File: src/design/pmc_pkg.sv
// Constants, register map and state type of the performance monitor.
// Assumes one 250 MHz system clock and an APB register bus.
// Contract
// Overflow sets flag; irq only when enabled
// Counters reached indirectly through 4-bit select
// Auto-report copies selected counter every second
// Manual trigger rising edge copies at once
// Each copy clears all counters together
// Events during copy-and-clear are still counted
// 16-bit line code violation counter, indices 09/08
// 12-bit framing error counter, indices 03/02
// 10-bit CRC-4 error counter, indices 01/00
// 10-bit far end block counter, indices 0D/0C
// 3-bit alignment change counter, index 04
// 5-bit sync loss counter, index 05
// 16-bit pattern receiver counter, indices 07/06
// 10-bit NT far end counter, indices 0F/0E
// 10-bit NT CRC counter, indices 0B/0A
// Low byte at lower index, high zero-filled
// Free-running second divider, reset clears all
package pmc_pkg;

   // ==========================================
   // Register indices (byte address = 4 x index)
   localparam logic [9:0] IDX_SELECT = 10'h00E;
   localparam logic [9:0] IDX_READBACK = 10'h00F;
   localparam logic [9:0] IDX_CONTROL = 10'h0C2;
   localparam logic [9:0] IDX_EN_LOW = 10'h0C3;
   localparam logic [9:0] IDX_EN_HIGH = 10'h0C4;
   localparam logic [9:0] IDX_FLAGS_LOW = 10'h0C5;
   localparam logic [9:0] IDX_FLAGS_HIGH = 10'h0C6;

   // ==========================================
   // Control register fields
   localparam int CTRL_TRIG_BIT = 0;
   localparam int CTRL_AUTO_BIT = 1;

   // ==========================================
   // Counter numbering and limits
   localparam int NUM_CNT = 9;
   localparam int CNT_LINE = 0;
   localparam logic [NUM_CNT-1:0] ZERO_VEC = 9'h000;
   localparam logic [15:0] CNT_ZERO = 16'h0000;
   localparam logic [15:0] CNT_ONE = 16'h0001;
   // Wrap values: line, framing, crc4, far end, align, sync, pattern, nt fe, nt crc
   localparam logic [15:0] CNT_MAX [NUM_CNT] = '{16'hFFFF, 16'h0FFF, 16'h03FF, 16'h03FF,
      16'h0007, 16'h001F, 16'hFFFF, 16'h03FF, 16'h03FF};
   // Indirect index to counter number
   localparam logic [3:0] IDX_CNT [16] = '{4'h2, 4'h2, 4'h1, 4'h1, 4'h4, 4'h5, 4'h6,
      4'h6, 4'h0, 4'h0, 4'h8, 4'h8, 4'h3, 4'h3, 4'h7, 4'h7};
   // Indirect indices that read the high byte
   localparam logic [15:0] IDX_HI = 16'hAA8A;

   // ==========================================
   // Timing
   localparam int REPORT_PERIOD_S = 1;
   localparam int CLK_FREQ_HZ = 250000000;
   localparam int REPORT_CYCLES = REPORT_PERIOD_S * CLK_FREQ_HZ;
   localparam int DIV_W = 28;

   // ==========================================
   // Complete module state
   typedef struct packed {
      logic [3:0] sel;
      logic [7:0] rdbk;
      logic auto_en;
      logic trig;
      logic [NUM_CNT-1:0] en;
      logic [NUM_CNT-1:0] flags;
      logic [NUM_CNT-1:0][15:0] cnt;
      logic [DIV_W-1:0] div;
      logic [31:0] prdata;
      logic slverr;
      logic irq;
   } pmc_state_t;

endpackage

File: src/design/pmc_top.sv
// E1 performance monitor: nine event counters, indirect readback,
// overflow flags and interrupt, APB slave.
// Assumes event pulses are one-cycle, synchronous to core_clk_in.
`timescale 1ns/10ps
`default_nettype none
module pmc_top #(
   parameter int REPORT_TICKS = pmc_pkg::REPORT_CYCLES
) (
   // Clock and reset
   input wire logic core_clk_in,
   input wire logic rstn_in,
   // APB slave
   input wire logic psel_in,
   input wire logic penable_in,
   input wire logic pwrite_in,
   input wire logic [11:0] paddr_in,
   input wire logic [31:0] pwdata_in,
   output logic [31:0] prdata_out,
   output logic pready_out,
   output logic pslverr_out,
   // Event pulses from decoder, framer, checkers
   input wire logic line_code_violation_in,
   input wire logic framing_error_in,
   input wire logic crc4_error_in,
   input wire logic far_end_block_error_in,
   input wire logic alignment_change_in,
   input wire logic sync_loss_in,
   input wire logic pattern_error_in,
   input wire logic nt_far_end_block_error_in,
   input wire logic nt_crc_error_in,
   // Interrupt
   output logic irq_out
);
   import pmc_pkg::*;

   // ==========================================
   // Reset synchroniser
   logic rst_meta_n_q; // First stage
   logic rst_n_q; // Synchronised reset

   // Async assert, clocked release
   always_ff @(posedge core_clk_in or negedge rstn_in) begin
      if (!rstn_in) begin
         rst_meta_n_q <= 1'b0;
         rst_n_q <= 1'b0;
      end else begin
         rst_meta_n_q <= 1'b1;
         rst_n_q <= rst_meta_n_q;
      end
   end

   // ==========================================
   // Signals
   pmc_state_t s_q; // Registered state
   pmc_state_t s_d; // Next state
   logic [NUM_CNT-1:0] ev; // Event vector
   logic setup; // APB setup phase
   logic wr; // APB write access
   logic [9:0] idx; // Register index
   logic tick; // One-second pulse
   logic manual_rise; // Trigger 0 to 1
   logic report; // Copy-and-clear
   logic [NUM_CNT-1:0] ovf; // Overflow this cycle
   logic [NUM_CNT-1:0] clr; // Flag clear mask
   logic [3:0] csel; // Selected counter
   logic [15:0] cval; // Selected counter value

   // Event vector in counter order
   assign ev = {nt_crc_error_in, nt_far_end_block_error_in, pattern_error_in,
                sync_loss_in, alignment_change_in, far_end_block_error_in,
                crc4_error_in, framing_error_in, line_code_violation_in};

   // ==========================================
   // Next-state logic
   always_comb begin
      s_d = s_q;
      setup = psel_in && !penable_in;
      // Unaligned writes are refused and must leave every register untouched
      wr = psel_in && penable_in && pwrite_in && (paddr_in[1:0] == 2'h0);
      idx = paddr_in[11:2];
      ovf = ZERO_VEC;
      clr = ZERO_VEC;

      // Free-running second divider
      if (s_q.div == DIV_W'(REPORT_TICKS - 1)) begin
         s_d.div = '0;
      end else begin
         s_d.div = s_q.div + DIV_W'(1);
      end
      tick = s_q.auto_en && (s_q.div == DIV_W'(REPORT_TICKS - 1));

      // Rising edge of manual trigger on a control write
      manual_rise = wr && (idx == IDX_CONTROL) && pwdata_in[CTRL_TRIG_BIT]
                    && !s_q.trig;
      report = tick || manual_rise;

      // Byte of the selected counter
      csel = IDX_CNT[s_q.sel];
      cval = s_q.cnt[csel];
      if (IDX_HI[s_q.sel]) begin
         cval = {8'h00, cval[15:8]};
      end

      // Copy to readback
      if (report) begin
         s_d.rdbk = cval[7:0]; // see
      end

      // Counters; widths fixed by wrap values
      for (int i = 0; i < NUM_CNT; i++) begin // see see
         if (report) begin // see see see
            // Group clear, keep a coincident event
            s_d.cnt[i] = ev[i] ? CNT_ONE : CNT_ZERO; // see
         end else if (ev[i]) begin // see
            if (s_q.cnt[i] == CNT_MAX[i]) begin
               s_d.cnt[i] = CNT_ZERO;
               ovf[i] = 1'b1;
            end else begin
               s_d.cnt[i] = s_q.cnt[i] + CNT_ONE;
            end
         end
      end

      // APB writes
      if (wr) begin
         unique case (idx)
            IDX_SELECT: s_d.sel = pwdata_in[3:0];
            IDX_CONTROL: begin
               s_d.trig = pwdata_in[CTRL_TRIG_BIT];
               s_d.auto_en = pwdata_in[CTRL_AUTO_BIT];
            end
            IDX_EN_LOW: s_d.en[NUM_CNT-1:1] = pwdata_in[7:0];
            IDX_EN_HIGH: s_d.en[CNT_LINE] = pwdata_in[0];
            IDX_FLAGS_LOW: clr[NUM_CNT-1:1] = pwdata_in[7:0];
            IDX_FLAGS_HIGH: clr[CNT_LINE] = pwdata_in[0];
            default: begin
               // Read-only or unmapped: no effect
            end
         endcase
      end

      // Sticky flags, set wins over clear
      s_d.flags = (s_q.flags & ~clr) | ovf;
      s_d.irq = |(s_d.flags & s_d.en);

      // Read data and error captured in setup phase
      if (setup) begin
         s_d.slverr = 1'b0;
         s_d.prdata = 32'h0000_0000;
         if (paddr_in[1:0] != 2'h0) begin
            s_d.slverr = 1'b1;
         end else begin
            unique case (idx)
               IDX_SELECT: s_d.prdata[3:0] = s_q.sel;
               IDX_READBACK: s_d.prdata[7:0] = s_q.rdbk;
               IDX_CONTROL: begin
                  s_d.prdata[CTRL_TRIG_BIT] = s_q.trig;
                  s_d.prdata[CTRL_AUTO_BIT] = s_q.auto_en;
               end
               IDX_EN_LOW: s_d.prdata[7:0] = s_q.en[NUM_CNT-1:1];
               IDX_EN_HIGH: s_d.prdata[0] = s_q.en[CNT_LINE];
               IDX_FLAGS_LOW: s_d.prdata[7:0] = s_q.flags[NUM_CNT-1:1];
               IDX_FLAGS_HIGH: s_d.prdata[0] = s_q.flags[CNT_LINE];
               default: s_d.slverr = 1'b1; // Unmapped
            endcase
         end
      end
   end

   // ==========================================
   // State register; reset clears divider and counters
   always_ff @(posedge core_clk_in or negedge rst_n_q) begin
      if (!rst_n_q) begin
         s_q <= '0;
      end else begin
         s_q <= s_d;
      end
   end

   // ==========================================
   // Outputs
   assign prdata_out = s_q.prdata;
   assign pslverr_out = s_q.slverr && psel_in && penable_in;
   assign pready_out = 1'b1; // Zero wait states
   assign irq_out = s_q.irq;

endmodule // pmc_top
`default_nettype wire

File: config.mk
export PLATFORM = sky130hd
export DESIGN_NAME = pmc_top
export DESIGN_NICKNAME = d
export VERILOG_FILES = /design/src/design/pmc_pkg.sv /design/src/design/pmc_top.sv
export SDC_FILE = /design/constraint.sdc
export NUM_CORES = 1
export LEC_CHECK = 0
export ABC_AREA = 0
export BUFFER_PORTS_ARGS = -buffer_cell sky130_fd_sc_hd__buf_2
export CAP_MARGIN = 20
export CORE_UTILIZATION = 45
export DETAILED_ROUTE_END_ITERATION = 10
export PLACE_DENSITY = 0.68
export SYNTH_ARGS = -nofsm -noshare
export SYNTH_HDL_FRONTEND = slang
export SYNTH_SLANG_ARGS = --single-unit
File: constraint.sdc
create_clock -name core_clk_in -period 6.9 [get_ports core_clk_in]
set_input_delay 0.345 -clock core_clk_in [delete_from_list [all_inputs] [get_ports core_clk_in]]
set_output_delay 0.345 -clock core_clk_in [all_outputs]
set_load 0.01 [all_outputs]
* After elaboration in Yosys (flattened, before gate mapping) *
Memories as Yosys holds them, arrays and structs flattened.
Index checks and enable logic that the tools add are counted.

storage, ports and cells
  input port bits = 58
  memories = 2
  word-level logic and storage cells = 169
  output and inout port bits = 35
  register bits after elaboration = 216
  memory bits (read-only) = 80

memories
  name              words  bits a word  rd ports  clocked after Yosys merged registers in  write ports  line            RTL
  (name not given)  16     4            1         0                                        0            pmc_top.sv:98   csel = IDX_CNT[s_q.sel];
  (name not given)  16     1            1         0                                        0            pmc_top.sv:100  if (IDX_HI[s_q.sel]) begin

operators by class
  mux-type cells = 83
  order comparisons = 3
  $add $sub $neg = 10
  reductions and logical operators = 28
  eq/ne operators = 17
  bitwise gates (word level) = 5

operators by type and width
  kind                   number
  $mux 16                28
  $add 16x1->16 const B  9
  $bmux 16 s4            1
  $eq 16x10->1 const B   4
  $eq 10x8->1 const B    5
  $mux 1                 41
  $eq 16x16->1 const B   2
  $mux 8                 4
  $add 28x1->28 const B  1
  $eq 28x28->1 const B   1
  $mux 28                1
  $eq 10x4->1 const B    2
  $reduce_bool 2->1      10
  $and 9x9->9            2
  $mux 9                 2
  $eq 16x12->1 const B   1
  $eq 16x3->1 const B    1
  $eq 16x5->1 const B    1
  $pmux 4 s3             1
  $logic_and 1x1->1      10
  $lt 4x5->1 const B     2
  $not 9->9              1
  $or 9x9->9             1
  $reduce_or 9->1        1
  other kinds (11)       14

* Longest topological paths before layout *
  depth after elaboration = 11
  mapped depth = 10
  mapped depth without buffers = 8

* Least setup slack after synthesis *
Ideal clock, no wire load.

  path kind = register to register
  from = register s_q[236] (netlist name)
  to = register s_q[229] (netlist name)
  stages on the path, launching flop included = 11
  period minus slack after synthesis = 2.628 ns
  data arrival time = 2.499 ns
  path buffers = 2
  required time = 6.771 ns
  setup time = 0.129 ns
  path slack = 4.272 ns
  cell sequence = dfrtp_1 clkbuf_1 inv_2 ha_1 mux2i_1 clkbuf_1 mux2i_1 mux2i_1 mux2_2 a22oi_1 o31ai_1

on the way
  longest elaborated chain between the ends = 7
  elaborated cells between the ends (all ways) = 9
  those cells by class = 6 x mux; 1 x bitwise; 2 x memory

ends and longest elaborated chain
  what                                       line            RTL
  start, declared                            pmc_top.sv:54   pmc_state_t s_q;
  start signal, assigned                     pmc_top.sv:174  s_q <= '0;
  start signal, assigned                     pmc_top.sv:176  s_q <= s_d;
  $not 4->5 (implied by the code)            pmc_top.sv:98
  $mem_v2 16x4                               --
  $mux 4 (implied by the code) (2 in a row)  pmc_top.sv:98
  $bmux 16 s4                                pmc_top.sv:99   cval = s_q.cnt[csel];
  $mux 16 (implied by the code)              pmc_top.sv:99
  $mux 8 (*)                                 pmc_top.sv:100

Every way passes the cells marked *; elsewhere a longest branch is shown, timed or not. The select of a mux whose other input is x is not followed.
A chain may end at the register's enable or synchronous reset.

* Final worst setup path *
  from = register s_q[48] (netlist name)
  to = register s_q[201] (netlist name)

on the way
  longest elaborated chain between the ends = 4
  elaborated cells between the ends (all ways) = 5
  those cells by class = 1 x eq/ne; 1 x mux; 3 x reduce/logical

ends and longest elaborated chain
  what                                          line           RTL
  $eq 28x28->1 (*)                              pmc_top.sv:90  tick = s_q.auto_en && (s_q.div == DIV_W'(REPORT_TICKS - 1));
  $logic_and 1x1->1 (*)                         pmc_top.sv:90
  $logic_or 1x1->1 (*)                          pmc_top.sv:95  report = tick || manual_rise;
  $mux 16 or $reduce_bool 2->1 (tied branches)  --

Every way passes the cells marked *; elsewhere a longest branch is shown, timed or not.

==> impl_metrics.env <==
export IMPL_clock_sinks=216
export IMPL_ys_ff_latch=216
export IMPL_fmax_mhz=274
export IMPL_cts_root_buf="clkbuf_16"
export IMPL_run_status="finished, final reports clean"
export IMPL_netlist_top_cells_count="216 x dfrtp_1, 183 x nor2_1, 127 x nand2_1"
export IMPL_cp_end_kind="flop"
export IMPL_fin_ws_ps=3240
export IMPL_clock_path_buffers=3
export IMPL_rsz0062_at_grt="false"
export IMPL_ir_drop_mv=0.214
export IMPL_p_leak_nw=5.83
export IMPL_setup_viol=0
export IMPL_diodes=0
export IMPL_finalCritPeriodShare_pct=53.0
export IMPL_synth_area_um2=12400
export IMPL_vias=9873
export IMPL_synth_most_common_cell="dfrtp_1"
export IMPL_clk_latency_ps=550
export IMPL_finalNetCount=1420
export IMPL_worst_r2r_cell_count=8
export IMPL_drt_iter0_drc=878
export IMPL_placed_cell_area_um2=12800
export IMPL_stdcell_area_um2=13600
export IMPL_ys_async_sr_fraction_pct=100
export IMPL_finalWirelength_um=29900
export IMPL_path_class="reg2reg"
export IMPL_vias_per_cell=5.77
export IMPL_grt_usage_pct=21.5
export IMPL_power_total_mw=3.44
export IMPL_final_core_util_pct=50.4
export IMPL_hold_ws_ps=84.4
export IMPL_grt_pass1_wl_um=49300
export IMPL_hold_violations=0
export IMPL_hold_buffers=1
export IMPL_syn_inst=1328
export IMPL_crit_start="s_q[48]"
export IMPL_ys_seq_area_share_pct=43.5
export IMPL_die_area_um2=28300
export IMPL_port_buffers=43
export IMPL_place_congestion=0.889
export IMPL_antenna_found_initial=1
export IMPL_grt_pass1_vias=9369
export IMPL_die_height_um=168
export IMPL_drive_gt1_share_pct=10.7
export IMPL_powerDensity_nw_per_um2=252
export IMPL_yosys_area_top_type="dfrtp_1"
export IMPL_start_util_pct=46.0
export IMPL_overflow=0
export IMPL_post_cts_setup_buffers=0
export IMPL_min_delay_worst_endpoint="s_q[222]"
export IMPL_cts_clk_slew_worst_paths_ps=60
export IMPL_cp_required_ps=7320
export IMPL_hold_depth=2
export IMPL_hold_class="in2reg"
export IMPL_dp_cells=1661
export IMPL_slew_violations=0
export IMPL_synth_top_cell_area_share_pct=43.5
export IMPL_cts_buffers=26
export IMPL_dr_pass1_iters=5
export IMPL_syn_area_per_cell_um2=9.36
export IMPL_drc_errors=0
export IMPL_io_pins=93
export IMPL_startpoint_type="flop"
export IMPL_antenna_left=0
export IMPL_cts_resized=0
export IMPL_timing_rr_end="s_q[201]"
export IMPL_drv_cap=0
export IMPL_worst_pin_slew_ps=944
export IMPL_finalCriticalPeriod_ps=3660
export IMPL_grt_max_degree=83
export IMPL_critPathMaxFanout=73
export IMPL_yosys_top_cells_area="dfrtp_1 43%, nor2_1 5.5%, mux2i_1 5.5%, xor2_1 5.1%, nand2_1 3.8%"
export IMPL_r2r_start="s_q[48]"
export IMPL_min_from="pwdata_in[6]"
export IMPL_arrival_ps=4070
export IMPL_num_rows=60
export IMPL_final_cells=1710
export IMPL_fin_tns_setup_ps=0
export IMPL_synth_main_ff_cell="dfrtp_1"
export IMPL_wire_per_inst_um=17.5
export IMPL_skew_ps=23.2
export IMPL_post_place_ws_ps=3220
export IMPL_htree_levels=1
export IMPL_core_um2=27000
export IMPL_die_x_um=168
export IMPL_ys_types=75
export IMPL_area_growth_pct=9.63
export IMPL_slew_headroom_pct=37.0
export IMPL_synth_edf_count=0
export IMPL_cts_tree="done"
export IMPL_hpwl_um=20900
export IMPL_reg2reg_slack_ps=3240
export IMPL_yosysWarnings=0
[power by group]
group          internal, mW  switching, mW
Combinational         0.213          0.256
Clock                 0.776          0.533
Sequential             1.42          0.240
Total                  2.41           1.03
[routing by layer]
layer,track usage (%),share of wire (%)
met1,30.0,46
met2,34.7,46
met3,2.96,5.0
met4,6.25,2.5
met5,0,0.053
[how the worst max path moves through the flow]
| stage | to | slack [ps] | cells past startpoint |
|---|---|---|---|
| CTS | s_q[201] | 3200 | 8 |
| detailed placement | s_q[201] | 3220 | 9 |
| floorplan | irq_out | 440 | 0 |
| global placement | s_q[201] | 3260 | 9 |
| global route | s_q[197] | 3010 | 8 |
| finish | s_q[201] | 3240 | 8 |
[cells in the final DEF (no fill, tap or decap), types with 8 or more instances in the layout]
| cell | instances |
|---|---|
| nand2b_1 | 12 |
| conb_1 | 26 |
| a21oi_1 | 58 |
| clkbuf_1 | 10 |
| dfrtp_1 | 215 |
| xor2_1 | 72 |
| o21ai_0 | 70 |
| xnor2_1 | 38 |
| nor3_1 | 30 |
| nand2_1 | 127 |
| a22oi_1 | 15 |
| clkbuf_16 | 26 |
| nand3_1 | 61 |
| and3_1 | 31 |
| nand4_1 | 30 |
| inv_1 | 17 |
| a22o_1 | 9 |
| nor4_1 | 12 |
| nor2_1 | 183 |
| ha_1 | 12 |
| or3_1 | 15 |
| mux2_2 | 21 |
| buf_4 | 9 |
| mux4_2 | 8 |
| mux2i_1 | 67 |
| buf_2 | 43 |
| a211oi_1 | 9 |
| o31ai_1 | 11 |
| and4_1 | 9 |
[critical path, stage by stage, from the launching register on]
cell and delay [ps]:
dfrtp_1 410, or4b_1 570, nor4_2 550, a22o_4 800, buf_4 470, o211ai_2 220, nor3_1 280, xnor2_1 150
nor2_1 60
[registers in the layout (all words and copies together) (netlist names)]
name	count
s_q	205
prdata_out	8
rst_meta_n_q	1
irq_out	1
rst_n_q	1
[cell type report]
type,count,area [um2]
sequential,216,5410
inverter,18,67.6
timing repair buffer,54,320
multi-input combinational,1034,6590
clock inverter,7,71.3
fill,2447,13400
clock buffer,40,743
tap,341,427
[cells by family (layout without fill, tap and decap cells)]
family	count (synthesis)	count (layout)	synth area share [%]
flops	216	216	43.5
other cells	2	26	0.0604
mux	98	98	8.95
simple gates	561	561	22.1
buf+inv	102	119	4.42
compound gates	227	227	12.0
xor+xnor	110	110	7.75
fa+ha+maj	12	12	1.21
Power figures use the tool's default switching activity.
